`config.mk`:
```
export PLATFORM = sky130hd
export DESIGN_NAME = sdl_lock_gate
export DESIGN_NICKNAME = d
export VERILOG_FILES = /design/src/core/sdl_pkg.sv /design/src/core/sdl_lock_gate.sv /design/src/core/sdl_pw_slot.sv
export SDC_FILE = /design/constraint.sdc
export NUM_CORES = 1
export LEC_CHECK = 0
export ABC_AREA = 1
export BUFFER_PORTS_ARGS = -buffer_cell sky130_fd_sc_hd__buf_2
export CAP_MARGIN = 40
export CORE_MARGIN = 2
export CORE_UTILIZATION = 35
export CTS_CLUSTER_DIAMETER = 150
export DETAILED_ROUTE_END_ITERATION = 8
export PLACE_DENSITY_LB_ADDON = 0.2
export SLEW_MARGIN = 15
export SYNTH_ARGS = -nofsm -noshare
export SYNTH_HDL_FRONTEND = slang
export SYNTH_SLANG_ARGS = --single-unit
```
`constraint.sdc`:
```
create_clock -name clock_i -period 4.9 [get_ports clock_i]
set_input_delay 1.47 -clock clock_i [delete_from_list [all_inputs] [get_ports clock_i]]
set_output_delay 1.47 -clock clock_i [all_outputs]
set_load 0.01 [all_outputs]
```
`src/core/sdl_pkg.sv`:
```
// Shared constants for the drive security lock gate.
package sdl_pkg;
  localparam int unsigned ADDR_W = 5;
  localparam int unsigned PW_W = 32;
  // Register byte offsets.
  localparam logic [4:0] OFF_CMD = 5'h00;
  localparam logic [4:0] OFF_PWD = 5'h04;
  localparam logic [4:0] OFF_ARG = 5'h08;
  localparam logic [4:0] OFF_STATUS = 5'h0C;
  localparam logic [4:0] OFF_ID92 = 5'h10;
  localparam logic [4:0] OFF_ID128 = 5'h14;
  localparam logic [4:0] OFF_CAP = 5'h18;
  localparam logic [4:0] OFF_CTRL = 5'h1C;
  // Command and control register fields.
  localparam int unsigned CMD_OP_LSB = 0;
  localparam int unsigned CMD_FEAT_LSB = 8;
  localparam int unsigned CMD_MSEL_BIT = 16;
  localparam int unsigned CMD_LVL_BIT = 17;
  localparam int unsigned CMD_W = 18;
  localparam int unsigned CTRL_HRST_BIT = 0;
  // Identify word 128 bit positions.
  localparam int unsigned W128_SUPP_BIT = 0;
  localparam int unsigned W128_EN_BIT = 1;
  localparam int unsigned W128_LOCK_BIT = 2;
  localparam int unsigned W128_FROZ_BIT = 3;
  localparam int unsigned W128_ATTEMPT_LIMIT_EXPIRED_FLAG_BIT = 4;
  localparam int unsigned W128_LVL_BIT = 8;
  // Master revision code limits and default, and the attempt limit.
  localparam logic [15:0] REV_DEFAULT = 16'hFFFE;
  localparam logic [15:0] REV_MIN = 16'h0001;
  localparam logic [15:0] REV_MAX = 16'hFFFE;
  localparam logic [2:0] FAIL_LIMIT = 3'h5;
  // Security and protected-area opcodes.
  localparam logic [7:0] OP_SET_PW = 8'hF1;
  localparam logic [7:0] OP_UNLOCK = 8'hF2;
  localparam logic [7:0] OP_ERASE_PREP = 8'hF3;
  localparam logic [7:0] OP_ERASE_UNIT = 8'hF4;
  localparam logic [7:0] OP_FREEZE = 8'hF5;
  localparam logic [7:0] OP_DIS_PW = 8'hF6;
  localparam logic [7:0] OP_NATIVE_MAX = 8'hF8;
  localparam logic [7:0] OP_SET_MAX = 8'hF9;
  localparam logic [7:0] OP_SET_MAX_EXT = 8'h37;
  localparam logic [7:0] OP_DEV_CFG = 8'hB1;
  localparam logic [7:0] FEAT_CFG_RESTORE = 8'hC0;
  localparam logic [7:0] FEAT_CFG_SET = 8'hC3;
  localparam logic [7:0] SUB_MAX_ADDR = 8'h00;
  localparam logic [7:0] SUB_MAX_PW = 8'h01;
  localparam logic [7:0] SUB_MAX_FREEZE = 8'h04;
  // Reads, writes, verify, format and flush that a locked drive refuses.
  localparam int unsigned MEDIA_N = 20;
  localparam logic [7:0] MEDIA_OPS [0:MEDIA_N-1] = '{
    8'h20, 8'h24, 8'h22, 8'hC8, 8'h25, 8'hC4, 8'h29, 8'h42, 8'h30, 8'h34,
    8'h32, 8'hCA, 8'h35, 8'hC5, 8'h39, 8'h3C, 8'h50, 8'hF7, 8'hE7, 8'hEA};
  typedef enum logic [1:0] {
    MODE_LOCKED = 2'h0,
    MODE_UNLOCKED = 2'h1,
    MODE_FROZEN = 2'h3
  } sdl_mode_t;
endpackage

```
`src/core/sdl_lock_gate.sv`:
```
// Drive security lock gate: register slave, command gate and lock state.
//
// The Avalon-MM register port and the address map were left to the implementer.
`timescale 1ns/10ps
`default_nettype none
module sdl_lock_gate #(
  parameter logic [31:0] NATIVE_MAX = 32'h00FF_FFFF,
  // Factory master password; the value is arbitrary.
  parameter logic [31:0] MASTER_DEFAULT = 32'h5EC0_0001
) (
  input wire logic clock_i,
  input wire logic rst_n_i,
  input wire logic [sdl_pkg::ADDR_W-1:0] avs_address_i,
  input wire logic avs_read_i,
  input wire logic avs_write_i,
  input wire logic [31:0] avs_writedata_i,
  input wire logic [3:0] avs_byteenable_i,
  output logic [31:0] avs_readdata_o,
  output logic avs_waitrequest_o,
  output logic erase_o,
  output logic media_enable_o
);
  logic [31:0] wmask, wdata;
  logic bus_req, bus_go, cmd_go, hrst;
  logic [7:0] op, feat;
  logic msel, lvl;
  logic user_match, master_match, sel_match;
  logic load_user, load_master, fail_ev, acc;
  logic [31:0] rd_mux;
  logic [15:0] w128;
  logic next_wait;
  logic [31:0] next_rdata;
  sdl_pkg::sdl_mode_t mode, next_mode;
  logic user_en, next_user_en;
  logic lvl_max, next_lvl_max;
  logic [15:0] rev, next_rev;
  logic [2:0] fail_cnt, next_fail_cnt;
  logic expired, next_expired;
  logic [31:0] arg, next_arg;
  logic [31:0] pw, next_pw;
  logic [31:0] max_addr, next_max_addr;
  logic [sdl_pkg::CMD_W-1:0] last_cmd, next_last_cmd;
  logic ok, next_ok;
  logic bad, next_bad;
  logic next_erase, next_media;

  function automatic logic is_media(input logic [7:0] o, input logic [7:0] f);
    logic m;
    m = 1'b0;
    for (int i = 0; i < sdl_pkg::MEDIA_N; i++) begin
      if (o == sdl_pkg::MEDIA_OPS[i]) begin
        m = 1'b1;
      end
    end
    if (o == sdl_pkg::OP_DEV_CFG) begin
      m = (f == sdl_pkg::FEAT_CFG_RESTORE) || (f == sdl_pkg::FEAT_CFG_SET);
    end
    return m;
  endfunction

  assign wmask = {{8{avs_byteenable_i[3]}}, {8{avs_byteenable_i[2]}},
                  {8{avs_byteenable_i[1]}}, {8{avs_byteenable_i[0]}}};
  assign wdata = avs_writedata_i & wmask;
  assign bus_req = avs_read_i || avs_write_i;
  // Writes land only on the edge where waitrequest is seen low.
  assign bus_go = bus_req && !avs_waitrequest_o;
  assign cmd_go = bus_go && avs_write_i && (avs_address_i == sdl_pkg::OFF_CMD);
  assign hrst = bus_go && avs_write_i && (avs_address_i == sdl_pkg::OFF_CTRL)
                && wdata[sdl_pkg::CTRL_HRST_BIT];
  assign op = wdata[sdl_pkg::CMD_OP_LSB +: 8];
  assign feat = wdata[sdl_pkg::CMD_FEAT_LSB +: 8];
  assign msel = wdata[sdl_pkg::CMD_MSEL_BIT];
  assign lvl = wdata[sdl_pkg::CMD_LVL_BIT];
  assign sel_match = msel ? master_match : user_match;

  // The default master password lives here until a master set-password replaces it.
  sdl_pw_slot #(.W(sdl_pkg::PW_W), .INIT(MASTER_DEFAULT)) u_master (
    .clock_i(clock_i),
    .rst_n_i(rst_n_i),
    .load_i(load_master),
    .pw_i(pw),
    .match_o(master_match)
  );

  // No user password after power-on, so the drive starts unlocked.
  sdl_pw_slot #(.W(sdl_pkg::PW_W), .INIT('0)) u_user (
    .clock_i(clock_i),
    .rst_n_i(rst_n_i),
    .load_i(load_user),
    .pw_i(pw),
    .match_o(user_match)
  );

  always_comb begin
    w128 = '0;
    w128[sdl_pkg::W128_SUPP_BIT] = 1'b1;
    w128[sdl_pkg::W128_EN_BIT] = user_en;
    w128[sdl_pkg::W128_LOCK_BIT] = (mode == sdl_pkg::MODE_LOCKED);
    w128[sdl_pkg::W128_FROZ_BIT] = (mode == sdl_pkg::MODE_FROZEN);
    w128[sdl_pkg::W128_ATTEMPT_LIMIT_EXPIRED_FLAG_BIT] = expired;
    w128[sdl_pkg::W128_LVL_BIT] = lvl_max;
    case (avs_address_i)
      sdl_pkg::OFF_CMD: rd_mux = {{(32 - sdl_pkg::CMD_W){1'b0}}, last_cmd};
      sdl_pkg::OFF_ARG: rd_mux = arg;
      sdl_pkg::OFF_STATUS: rd_mux = {22'h0, bad, ok, fail_cnt, expired, lvl_max,
                                     user_en, mode};
      sdl_pkg::OFF_ID92: rd_mux = {16'h0000, rev};
      sdl_pkg::OFF_ID128: rd_mux = {16'h0000, w128};
      sdl_pkg::OFF_CAP: rd_mux = max_addr;
      default: rd_mux = 32'h0000_0000;
    endcase
    next_wait = avs_waitrequest_o ? !bus_req : 1'b1;
    next_rdata = (bus_req && avs_waitrequest_o && avs_read_i) ? rd_mux : avs_readdata_o;
  end

  always_ff @(posedge clock_i) begin
    if (!rst_n_i) begin
      avs_waitrequest_o <= 1'b1;
      avs_readdata_o <= 32'h0000_0000;
    end else begin
      avs_waitrequest_o <= next_wait;
      avs_readdata_o <= next_rdata;
    end
  end

  always_comb begin
    next_mode = mode;
    next_user_en = user_en;
    next_lvl_max = lvl_max;
    next_rev = rev;
    next_fail_cnt = fail_cnt;
    next_expired = expired;
    next_arg = arg;
    next_pw = pw;
    next_max_addr = max_addr;
    next_last_cmd = last_cmd;
    next_ok = ok;
    next_bad = bad;
    next_erase = 1'b0;
    load_user = 1'b0;
    load_master = 1'b0;
    fail_ev = 1'b0;
    acc = 1'b1;
    if (hrst) begin
      // A stored user password relocks the drive, even out of frozen state.
      if (user_en) begin
        next_mode = sdl_pkg::MODE_LOCKED;
      end
      next_fail_cnt = 3'h0;
      next_expired = 1'b0;
    end
    if (bus_go && avs_write_i && (avs_address_i == sdl_pkg::OFF_ARG)) begin
      next_arg = (arg & ~wmask) | wdata;
    end
    if (bus_go && avs_write_i && (avs_address_i == sdl_pkg::OFF_PWD)) begin
      next_pw = (pw & ~wmask) | wdata;
    end
    if (cmd_go) begin
      next_last_cmd = wdata[sdl_pkg::CMD_W-1:0];
      case (op)
        sdl_pkg::OP_SET_PW: begin
          if (mode != sdl_pkg::MODE_UNLOCKED) begin
            acc = 1'b0;
          end else if (msel) begin
            // Reserved codes are refused so identify never shows them.
            if (arg[15:0] >= sdl_pkg::REV_MIN && arg[15:0] <= sdl_pkg::REV_MAX) begin
              load_master = 1'b1;
              next_rev = arg[15:0];
            end else begin
              acc = 1'b0;
            end
          end else begin
            load_user = 1'b1;
            next_user_en = 1'b1;
            next_lvl_max = lvl;
          end
        end
        sdl_pkg::OP_UNLOCK, sdl_pkg::OP_ERASE_UNIT: begin
          if (mode == sdl_pkg::MODE_FROZEN || expired) begin
            acc = 1'b0;
          end else if (!sel_match) begin
            acc = 1'b0;
            fail_ev = 1'b1;
          end else if (op == sdl_pkg::OP_ERASE_UNIT) begin
            next_erase = 1'b1;
            next_mode = sdl_pkg::MODE_UNLOCKED;
            next_user_en = 1'b0;
          end else if (msel && lvl_max) begin
            acc = 1'b0;
          end else begin
            next_mode = sdl_pkg::MODE_UNLOCKED;
          end
        end
        sdl_pkg::OP_ERASE_PREP: begin
          acc = 1'b1;
        end
        sdl_pkg::OP_FREEZE: begin
          if (mode == sdl_pkg::MODE_LOCKED) begin
            acc = 1'b0;
          end else begin
            next_mode = sdl_pkg::MODE_FROZEN;
          end
        end
        sdl_pkg::OP_DIS_PW: begin
          if (mode != sdl_pkg::MODE_UNLOCKED) begin
            acc = 1'b0;
          end else if (!sel_match) begin
            acc = 1'b0;
            fail_ev = 1'b1;
          end else if (msel && lvl_max) begin
            acc = 1'b0;
          end else begin
            next_user_en = 1'b0;
          end
        end
        sdl_pkg::OP_NATIVE_MAX: begin
          next_arg = NATIVE_MAX;
        end
        sdl_pkg::OP_SET_MAX, sdl_pkg::OP_SET_MAX_EXT: begin
          // Subfunctions 01h..04h are taken in every mode; their modes are not kept.
          if (op == sdl_pkg::OP_SET_MAX && feat >= sdl_pkg::SUB_MAX_PW
              && feat <= sdl_pkg::SUB_MAX_FREEZE) begin
            acc = 1'b1;
          end else if (mode == sdl_pkg::MODE_LOCKED) begin
            acc = 1'b0;
          end else if (op == sdl_pkg::OP_SET_MAX && feat != sdl_pkg::SUB_MAX_ADDR) begin
            acc = 1'b0;
          end else begin
            next_max_addr = (arg > NATIVE_MAX) ? NATIVE_MAX : arg;
          end
        end
        default: begin
          acc = !(mode == sdl_pkg::MODE_LOCKED && is_media(op, feat));
        end
      endcase
      if (fail_ev && fail_cnt != sdl_pkg::FAIL_LIMIT) begin
        next_fail_cnt = fail_cnt + 3'h1;
        if (fail_cnt + 3'h1 == sdl_pkg::FAIL_LIMIT) begin
          next_expired = 1'b1;
        end
      end
      next_ok = acc;
      next_bad = !acc;
    end
    next_media = (next_mode != sdl_pkg::MODE_LOCKED);
  end

  always_ff @(posedge clock_i) begin
    if (!rst_n_i) begin
      mode <= sdl_pkg::MODE_UNLOCKED;
      user_en <= 1'b0;
      lvl_max <= 1'b0;
      rev <= sdl_pkg::REV_DEFAULT;
      fail_cnt <= 3'h0;
      expired <= 1'b0;
      arg <= 32'h0000_0000;
      pw <= 32'h0000_0000;
      max_addr <= NATIVE_MAX;
      last_cmd <= '0;
      ok <= 1'b0;
      bad <= 1'b0;
      erase_o <= 1'b0;
      media_enable_o <= 1'b1;
    end else begin
      mode <= next_mode;
      user_en <= next_user_en;
      lvl_max <= next_lvl_max;
      rev <= next_rev;
      fail_cnt <= next_fail_cnt;
      expired <= next_expired;
      arg <= next_arg;
      pw <= next_pw;
      max_addr <= next_max_addr;
      last_cmd <= next_last_cmd;
      ok <= next_ok;
      bad <= next_bad;
      erase_o <= next_erase;
      media_enable_o <= next_media;
    end
  end
endmodule
`default_nettype wire

```
`src/core/sdl_pw_slot.sv`:
```
// One stored password with its comparator.
`timescale 1ns/10ps
`default_nettype none
module sdl_pw_slot #(
  parameter int unsigned W = 32,
  parameter logic [W-1:0] INIT = '0
) (
  input wire logic clock_i,
  input wire logic rst_n_i,
  input wire logic load_i,
  input wire logic [W-1:0] pw_i,
  output logic match_o
);
  logic [W-1:0] pw;
  logic [W-1:0] next_pw;

  always_comb begin
    next_pw = load_i ? pw_i : pw;
  end

  always_ff @(posedge clock_i) begin
    if (!rst_n_i) begin
      pw <= INIT;
    end else begin
      pw <= next_pw;
    end
  end

  assign match_o = (pw == pw_i);
endmodule
`default_nettype wire

```
# --- Word-level counts from Yosys, hierarchy flattened ---
# Cells that the tools add are included.
totals:
  ff_bits: 239
  latch_bits: 0
  ramBits: 0
  mem_bits_ro: 0
  out_inout_bits: 35
  elab_cells: 213
  memories: 0
op_classes:
  n_addsub: 1
  mul: 0
  div: 0
  magnitude_cmp: 5
  n_eq_ne: 53
  shifts: 0
  muxes: 83
  bitwise: 15
  reduce_logical: 38
op_table:
  columns: ["operator", "n"]
  rows:
  - ["one-hot mux 32 bit (6 select lines)", 1]
  - ["equality test 8 bit (second input constant)", 18]
  - ["two-way mux 32 bit", 4]
  - ["AND 32 bit", 3]
  - ["equality test 8 x 6 -> 1 bit (second input constant)", 12]
  - ["equality test 32 bit", 2]
  - ["bitwise OR 32 bit", 2]
  - ["two-way mux 1 bit", 63]
  - ["greater-than comparator 32 x 24 -> 1 bit (second input constant)", 1]
  - ["inverter 32 bit", 1]
  - ["equality test 5 bit (second input constant)", 4]
  - ["equality test 8 x 7 -> 1 bit (second input constant)", 2]
  - [">= comparator 16 x 1 -> 1 bit (second input constant)", 1]
  - ["less-or-equal comparator 16 bit (second input constant)", 1]
  - ["logical AND 1 bit", 16]
  - ["two-way mux 2 bit", 8]
  - ["!= test 2 bit (second input constant)", 8]
  - ["equality test 5 x 4 -> 1 bit (second input constant)", 2]
  - ["AND reduction 10 bit", 1]
  - ["AND reduction 5 bit", 2]
  - ["two-way mux 3 bit", 3]
  - ["inverter 1 bit", 9]
  - ["OR reduction 9 bit", 1]
  - [">= comparator 8 x 1 -> 1 bit (second input constant)", 1]
  - ["other kinds (22)", 29]

# --- Depth between registers and ports, before layout ---
# Gate-level depths: netlist (run 1).
logic_depth:
  word_depth: 30
  mapped_depth: 17
  depth_no_buf: 15

# --- Cells and area by module ---
# A second synthesis (run 1) with hierarchy kept.
hier_totals:
  hier_cells: 1686
  hier_area_um2: 11289.6
by_module_without_submodules:
  columns: ["module", "instances", "cells_per_inst", "area_each_um2", "seq_area_each_um2"]
  rows:
  - ["sdl_lock_gate", 1, 1107, 7893.8, 3503.4]
  - ["sdl_pw_slot (u_master)", 1, 290, 1701.6, 640.6]
  - ["sdl_pw_slot (u_user)", 1, 289, 1694.1, 640.6]

# --- Least setup slack after synthesis (run 1) ---
# OpenSTA, ideal clock, no wires.
synth_timing:
  kind: "input port to flip-flop"
  start: "in avs_byteenable_i[2]"
  end: "reg fail_cnt[0]"
  arrival_time_ns: 2.747
  t_required_ns: 4.783
  slack_ns: 2.036
  path_stages: 16
  path_buffers: 2
  cell_sequence: "buf_4 -> nand2_8 -> buf_4 -> nand2_1 -> nand2_1 -> nand2_1 -> nand2_1 -> nand3_1 -> nor2_1 -> nand2_1 -> nor2_2 -> nand2_1 -> nand2_2 -> inv_2 -> a21oi_1 -> nor2_1"
synth_between:
  elab_chain_len: 9
  elab_cells_between_ends: 10
synth_lines:
  columns: ["item", "line_no", "text"]
  rows:
  - ["start, declared", "sdl_lock_gate.sv:17", "input wire logic [3:0] avs_byteenable_i,"]
  - ["AND 32 bit (*)", "sdl_lock_gate.sv:63", "assign wdata = avs_writedata_i & wmask;"]
  - ["two-way mux 1 bit (*)", "sdl_lock_gate.sv:74", "assign sel_match = msel ? master_match : user_match;"]
  - ["two-way mux 1 bit (*)", "sdl_lock_gate.sv:181, sdl_lock_gate.sv:207", null]
  - ["two-way mux 1 bit, on equally long branches", "sdl_lock_gate.sv:205, sdl_lock_gate.sv:179", null]
  - ["one-hot mux 1 bit (2 select lines) (*)", "sdl_lock_gate.sv:160", "case (op)"]
  - ["two-way mux 1 bit (*)", "sdl_lock_gate.sv:158", "if (cmd_go) begin"]
  - ["logical AND 1 bit (*)", "sdl_lock_gate.sv:236", "if (fail_ev && fail_cnt != sdl_pkg::FAIL_LIMIT) begin"]
  - ["two-way mux 3 bit (*)", "sdl_lock_gate.sv:236", null]
  - ["two-way mux 3 bit (*)", "sdl_lock_gate.sv:158", null]
  - ["end signal, assigned", "sdl_lock_gate.sv:269", "fail_cnt <= next_fail_cnt;"]
  - ["end, declared", "sdl_lock_gate.sv:37", "logic [2:0] fail_cnt, next_fail_cnt;"]
# Mark *: on every way between the ends. The rest lies on a longest branch, timed or not. The select of a mux whose other input is x is not followed.
# A chain may end at the register's enable or synchronous reset.

# --- Worst setup path after layout (run 1) ---
layout_timing:
  start: "in avs_write_i"
  end: "reg u_master.pw[1]"
layout_between:
  elab_chain_len: 5
layout_lines:
  columns: ["item", "line_no", "text"]
  rows:
  - ["start, declared", "sdl_lock_gate.sv:15", "input wire logic avs_write_i,"]
  - ["logical OR 1 bit", "sdl_lock_gate.sv:64", "assign bus_req = avs_read_i || avs_write_i;"]
  - ["logical AND 1 bit", "sdl_lock_gate.sv:66", "assign bus_go = bus_req && !avs_waitrequest_o;"]
  - ["logical AND 1 bit (*) (2 in series)", "sdl_lock_gate.sv:67", "assign cmd_go = bus_go && avs_write_i && (avs_address_i == sdl_pkg::OFF_CMD);"]
  - ["two-way mux 1 bit (*)", "sdl_lock_gate.sv:158", null]
  - ["end signal, assigned", "sdl_pw_slot.sv:25", "pw <= next_pw;"]
  - ["end, declared", "sdl_pw_slot.sv:14", "logic [W-1:0] pw;"]
# Mark *: on every way between the ends. The rest lies on a longest branch, timed or not.

==> results of run 1 <==
-- power groups by stage --
stage | sequential (mW) | clock, mW | combinational, mW
after floorplan | 2.00 | 0 | 0.128
after global placement | 1.99 | 0 | 0.217
after detailed placement | 1.99 | 0 | 0.218
after CTS | 1.95 | 2.10 | 0.219
after global routing | 1.95 | 2.17 | 0.240
final | 1.95 | 2.05 | 0.218
-- layout by cell type (no fill, tap or decap), types with 6 or more instances in the layout --
cell / netlist / layout
buf_2: 18 / 78
nor2_1: 53 / 53
o22ai_1: 15 / 15
o221ai_1: 17 / 17
nand2_1: 377 / 377
inv_1: 171 / 171
clkbuf_16: 0 / 27
dfxtp_1: 239 / 239
a21oi_1: 164 / 164
nor3_1: 13 / 13
nand4_1: 10 / 10
nor2_2: 11 / 11
clkinv_2: 2 / 8
nand2_2: 9 / 9
clkbuf_1: 43 / 6
o21ai_0: 148 / 148
o211ai_1: 51 / 51
buf_4: 7 / 18
o21ai_1: 37 / 37
nand3_1: 93 / 93
-- layer usage --
metal / up-vias / wire length, µm / track usage (%)
met4: 0 / 942 / 6.18
li1: 5212 / - / -
met3: 55 / 1500 / 2.64
met2: 254 / 15600 / 34.0
met5: - / 0 / 0
met1: 4789 / 14800 / 25.6
-- logic make-up (layout without fill, tap and decap cells) --
group	Yosys count	in the layout	synth area share [%]
simple gates	585	585	23.2
compound gates	447	447	22.7
buf+inv	264	325	10.2
flops	239	239	43.5
fa+ha+maj	3	3	0.341
xor+xnor	1	1	0.0797
-- worst min-delay path: cells and delay by family (launching register included) --
kind / cells / cell delay, ns
buffers and inverters: 1 / 0.06
DFF: 1 / 0.30
and+or+nand+nor: 1 / 0.05
-- through the flow --
step | cell area (µm²) | worst slack [ns]
floorplan | 11000 | 2.04
global placement | 11600 | 1.15
finish | 12500 | 1.64
global route | 12500 | 1.34
CTS | 12500 | 1.62
detailed placement | 11600 | 1.06
-- synthesized netlist by cell type (11+ instances only) --
cell	n	area, µm²
o211ai_1	51	383
nor2_1	53	199
nor3_1	13	65.1
dfxtp_1	239	4780
o22ai_1	15	93.8
buf_2	18	90.1
o221ai_1	17	149
o21ai_0	148	741
nand3_1	93	465
nor2_2	11	68.8
inv_1	171	642
clkbuf_1	43	161
nand2_1	377	1420
a21oi_1	164	821
o21ai_1	37	185
-- area by class of cell --
| cell class | count | area share, % |
|---|---|---|
| Sequential cell | 239 | 38.2 |
| Clock inverter | 12 | 1.25 |
| Tap cell | 396 | 3.96 |
| Multi-Input combinational cell | 1036 | 40.7 |
| Clock buffer | 36 | 5.91 |
| Timing Repair Buffer | 99 | 4.57 |
| Inverter | 178 | 5.36 |
-- worst max path at each step --
stage                             start                           end  slack (ns)  cells past startpoint
global route                avs_write_i   u_master.pw[1]$_SDFFE_PN0P_        1.34                     13
global placement            avs_write_i  u_master.pw[31]$_SDFFE_PN0P_        1.15                     13
detailed placement          avs_write_i   u_master.pw[1]$_SDFFE_PN0P_        1.06                     13
CTS                         avs_write_i   u_master.pw[1]$_SDFFE_PN0P_        1.62                     13
finish                      avs_write_i   u_master.pw[1]$_SDFFE_PN0P_        1.64                     13
floorplan           avs_byteenable_i[2]        fail_cnt[0]$_SDFF_PN0_        2.04                     16
==> reports/qor.csv, run 1 <==
stage;metric;value;unit
outcome;status;completed;
worst_hold_path;whs_endpoint;max_addr[24]$_SDFFE_PN0P_;
timing;fin_skew;0.00775;ns
timing;drv_slew;0;
grt;grt_pass1_vias;9668;
run;maxCapViolCount;0;
grt;grt-ovfl-total;0;
timing;rsz0062_at_grt;false;
synthesis;ys_seq_area_share;43.5;%
pwr;p_per_area;337;nW/µm²
pwr;p_total;4.22;mW
critical_path;worst_r2r_path_depth;11;
grt;grt_max_degree;101;
timing;tns;0;ns
detailed_routing;vias_per_cell;5.17;
clock_tree;clkSinkCount;239;
critical_path;rrSetupSlack;2.31;ns
clock_tree;h-tree-depth;1;
clock_tree;clock_latency;0.55;ns
floorplan;core;30700;µm²
clock_tree;post-cts-setup-buffers;0;
critical_path;cp-start-kind;primary input;
pwr;p_seq_share;46.2;%
pwr;p_leak;5.54;nW
critical_path;required;5.37;ns
pwr;pwr-share-clk;48.6;%
critical_path;critPathCaptureType;flip-flop;
synthesis;netlist_instances;1539;
clock_tree;ctsHoldBuffers;0;
placed_design;hpwlAfterDp;22600;µm
critical_path;path_buf_inv;5;
critical_path;max_stage_delay;0.40;ns
placed_design;io_buffers;79;
synthesis;synth_edf_count;0;
critical_path;arrival;3.73;ns
clock_tree;tritoncts;built;
final_layout;multi_input_area;5090;µm²
pwr;swShare;23.6;%
floorplan;ios;80;
final_layout;regArea;4780;µm²
clock_tree;post_cts_resized;0;
synthesis;synth_seq_cells;239;
pwr;p_switching;996;µW
synthesis;synthFlopType;dfxtp_1;
grt;antenna_found_initial;0;
timing;fin_crit_sh;66.6;%
critical_path;crit_path_top_delay_cell;clkinv_2;
timing;worst_pin_slew;0.759;ns
timing;final_hold_viol_count;0;
pwr;ir_drop;0.000242;V
critical_path;critPathMaxFanout;42;
final_layout;fin_nets;1629;
detailed_routing;wl;32800;µm
detailed_routing;dr.pass1.iters;5;
clock_tree;clk_pin_slew_worst_paths;0.06;ns
placed_design;gp_congestion;0.873;
critical_path;crit_family;buffers and inverters;
pwr;p_comb_share;5.2;%
synthesis;synth_cell_types;44;
floorplan;die_w;181;µm
timing;relSlewSlack;49.3;%
final_layout;fill_cells;3281;
final_layout;fin_cells;1996;
detailed_routing;ant_nets;0;
synthesis;yosys_warnings;0;
timing;max_freq;306;MHz
detailed_routing;routed-via-count;10310;
critical_path;path_class;in2reg;
worst_hold_path;hold_path_class;reg2reg;
timing;fin_hold_ws;0.442;ns
clock_tree;root_buffer;clkbuf_16;
critical_path;worstPathCellList;buf_2 -> inv_1 -> nor2_2 -> inv_1 -> nor2_2 -> nand2_4 -> clkinv_2 -> nand2_1 -> nor2_1 -> nand2_2 -> clkinv_2 -> o21ai_0 -> a21oi_1;
timing;setup_viol;0;
synthesis;synthesis.area;11000;µm²
clock_tree;cts-buffers-inserted;27;
synthesis;async_reset_ff_share;0;%
synthesis;syn-num-nets;1587;
final_layout;num_antenna_cells;0;
grt;grt_usage;19.7;%
detailed_routing;drc_errors;0;
grt;grt_first_pass_wirelength;52400;µm
critical_path;worst_r2r_startpoint;avs_waitrequest_o$_SDFF_PN1_;
synthesis;postSynthAreaPerCell;7.15;µm²
worst_hold_path;holdPathStages;2;
critical_path;r2r_end;u_master.pw[1]$_SDFFE_PN0P_;
floorplan;die_area;32900;µm²
worst_hold_path;hp-start;max_addr[24]$_SDFFE_PN0P_;
timing;fin_crit;3.26;ns
final_layout;area_delta_synth_final;13.7;%
final_layout;postLayoutCoreUtil;40.7;%
final_layout;drive_gt1_share;11.3;%
floorplan;die_y;181;µm
floorplan;start_util;35.8;%
detailed_routing;wl_per_cell;16.4;µm
pwr;p_int;3.23;mW
detailed_routing;initialDrtViolationCount;679;
clock_tree;cts_buffer_depth;3;
floorplan;rows;64;
placed_design;dp.cells;1948;
No activity file was read; power rests on OpenSTA's default activity.
==> inputs of run 2 (changes only) <==
==> constraint.sdc (replaced) <==
create_clock -name clock_i -period 2.7 [get_ports clock_i]
set_input_delay 0.81 -clock clock_i [delete_from_list [all_inputs] [get_ports clock_i]]
set_output_delay 0.81 -clock clock_i [all_outputs]
set_load 0.01 [all_outputs]
==> run 2 against run 1 <==
  * Utilization is 1.3 points higher
  * Non-clock buffer count is 48 higher
  * Count of clock-buffer cells in the layout is 2 higher
  * Register-to-register slack worse by 1.7 ns
  * Sequential power is 82% higher
  * Power is 79% higher
  * Worst setup slack worse by 1.2 ns
  * Sequential share of layout area is 1.2 points lower
  * Final cell count is 2.5% higher
  * Combinational power is 95% higher
  * Hold slack better by 0.0021 ns
  * Highest routed layer unchanged
  * Clock skew is 0.010 ns higher
  * Largest power group unchanged
==> reports/qor.csv, run 2 (synthesis gave the netlist of run 1 again) <==
stage;metric;value;unit;change
timing;setup_ws;0.461;ns;was 1.64 ns
timing;relSlewSlack;54.8;%;was 49.3%
worst_hold_path;hp-start;max_addr[24]$_SDFFE_PN0P_;;unchanged
final_layout;multi_input_area;5090;µm²;unchanged
outcome;status;completed;;unchanged
grt;grt_max_degree;106;;was 101
critical_path;worst_r2r_startpoint;avs_waitrequest_o$_SDFF_PN1_;;unchanged
final_layout;design_area;12900;µm²;was 12500 µm²
placed_design;dp_slack;-0.0751;ns;was 1.06 ns
placed_design;hpwlAfterDp;24000;µm;was 22600 µm
grt;grt_pass1_vias;9899;;was 9668
timing;fin_crit;2.24;ns;
detailed_routing;dr.pass1.iters;6;;was 5
run;maxCapViolCount;0;;unchanged
timing;setup_viol;0;;unchanged
critical_path;worst_r2r_path_depth;10;;was 11
worst_hold_path;hold_path_class;reg2reg;;unchanged
detailed_routing;initialDrtViolationCount;839;;was 679
critical_path;cp-start-kind;primary input;;unchanged
placed_design;dp.cells;1996;;was 1948
floorplan;start_util;35.8;%;unchanged
critical_path;arrival;2.67;ns;was 3.73 ns
clock_tree;tritoncts;built;;unchanged
grt;grt-ovfl-total;0;;unchanged
clock_tree;clk_pin_slew_worst_paths;0.06;ns;about the same
final_layout;regArea;4780;µm²;unchanged
floorplan;core;30700;µm²;unchanged
critical_path;r2r_end;arg[26]$_SDFF_PN0_;;was u_master.pw[1]$_SDFFE_PN0P_
placed_design;placed_area;12100;µm²;was 11600 µm²
clock_tree;cts_buffer_depth;3;;unchanged
grt;grt_usage;20.3;%;was 19.7%
timing;fin_crit_sh;82.9;%;
timing;rsz0062_at_grt;false;;unchanged
timing;fin_hold_ws;0.444;ns;was 0.442 ns
final_layout;area_delta_synth_final;17.3;%;was 13.7%
clock_tree;post-cts-setup-buffers;0;;unchanged
detailed_routing;drc_errors;0;;unchanged
clock_tree;post_cts_resized;0;;unchanged
placed_design;io_buffers;79;;unchanged
timing;max_freq;447;MHz;
clock_tree;cts-buffers-inserted;27;;unchanged
timing;worst_pin_slew;0.678;ns;was 0.759 ns
clock_tree;ctsHoldBuffers;0;;unchanged
clock_tree;root_buffer;clkbuf_16;;unchanged
worst_hold_path;holdPathStages;2;;unchanged
timing;fin_skew;0.0178;ns;was 0.00775 ns
detailed_routing;vias_per_cell;5.08;;was 5.17
grt;grt_first_pass_wirelength;53700;µm;was 52400 µm
critical_path;critPathMaxFanout;24;;was 42
final_layout;mostFrequentLayoutCells;377 x nand2_1, 239 x dfxtp_1, 171 x inv_1, 164 x a21oi_1, 148 x o21ai_0;;unchanged
clock_tree;clock_latency;0.55;ns;about the same
detailed_routing;wl_per_cell;16.5;µm;was 16.4 µm
floorplan;die_y;181;µm;unchanged
final_layout;final_common_cell;nand2_1;;unchanged
final_layout;fill_cells;3269;;was 3281
critical_path;path_class;in2reg;;unchanged
critical_path;required;3.13;ns;was 5.37 ns
detailed_routing;ant_nets;0;;unchanged
detailed_routing;wl;33700;µm;was 32800 µm
clock_tree;h-tree-depth;1;;unchanged
timing;drv_slew;0;;unchanged
pwr;p_leak;5.77;nW;was 5.54 nW
placed_design;gp_congestion;0.876;;was 0.873
pwr;ir_drop;0.000458;V;was 0.000242 V
grt;antenna_found_initial;1;;was 0
final_layout;fin_nets;1677;;was 1629
pwr;p_per_area;584;nW/µm²;was 337 nW/µm²
floorplan;rows;64;;unchanged
floorplan;ios;80;;unchanged
floorplan;die_area;32900;µm²;unchanged
clock_tree;clkSinkCount;239;;unchanged
detailed_routing;routed-via-count;10398;;was 10310
final_layout;fin_cells;2045;;was 1996
timing;final_hold_viol_count;0;;unchanged
worst_hold_path;whs_endpoint;max_addr[24]$_SDFFE_PN0P_;;unchanged
floorplan;die_w;181;µm;unchanged
critical_path;critPathCaptureType;flip-flop;;unchanged
final_layout;drive_gt1_share;13.8;%;was 11.3%
pwr;p_total;7.54;mW;was 4.22 mW
critical_path;rrSetupSlack;0.59;ns;was 2.31 ns
[run 2: final cells by class]
| type | count | area share, % |
|---|---|---|
| Multi-Input combinational cell | 1036 | 39.4 |
| Sequential cell | 239 | 37.1 |
| Timing Repair Buffer | 147 | 7.81 |
| Clock buffer | 38 | 5.87 |
| Inverter | 178 | 5.20 |
| Tap cell | 396 | 3.84 |
| Clock inverter | 10 | 0.746 |
| Antenna cell | 1 | 0.0194 |
[run 2: where the power goes]
part / total, mW / switching (mW) / internal (mW)
Clock: 3.57 / 1.51 / 2.06
Sequential: 3.54 / 0.00547 / 3.54
Combinational: 0.426 / 0.296 / 0.130
Total: 7.54 / 1.82 / 5.72
[run 2: metal layers]
metal	vias to the layer above	global-route usage [%]	part of all wire [%]
li1	5316	-	-
met1	4793	26.7	45
met2	242	35.2	48
met3	47	2.54	4.4
met4	0	5.07	2.0
met5	-	0	0
[run 2: worst max-delay path by stage]
stage | endpoint | start | slack (ns) | cells past startpoint
4_1_cts | fail_cnt[0]$_SDFF_PN0_ | avs_byteenable_i[2] | 0.49 | 15
3_3_place_gp | fail_cnt[0]$_SDFF_PN0_ | avs_byteenable_i[2] | -0.07 | 15
3_5_place_dp | fail_cnt[1]$_SDFF_PN0_ | avs_byteenable_i[2] | -0.08 | 15
6_report | fail_cnt[0]$_SDFF_PN0_ | avs_byteenable_i[2] | 0.46 | 15
2_1_floorplan | fail_cnt[1]$_SDFF_PN0_ | avs_byteenable_i[2] | 0.50 | 16
5_1_grt | fail_cnt[0]$_SDFF_PN0_ | avs_byteenable_i[2] | 0.24 | 15
[run 2: per-stage QoR]
stage	setup TNS, ns	util (%)
2_1_floorplan	0	-
3_3_place_gp	-0.173	39.2
4_1_cts	0	42.0
6_report	0	42.0
3_5_place_dp	-0.227	39.2
5_1_grt	0	42.0
[run 2: worst max-delay path, cell delays in order]
cell	delay, ns
buf_2	0.16
buf_4	0.32
nand3_1	0.16
nand2_1	0.09
nand2_1	0.05
nand2_1	0.11
nand2_1	0.06
nor2_1	0.09
nand2_1	0.07
nor2_2	0.23
nand2_1	0.16
nand2_2	0.12
inv_2	0.06
a21oi_1	0.12
nor2_1	0.05
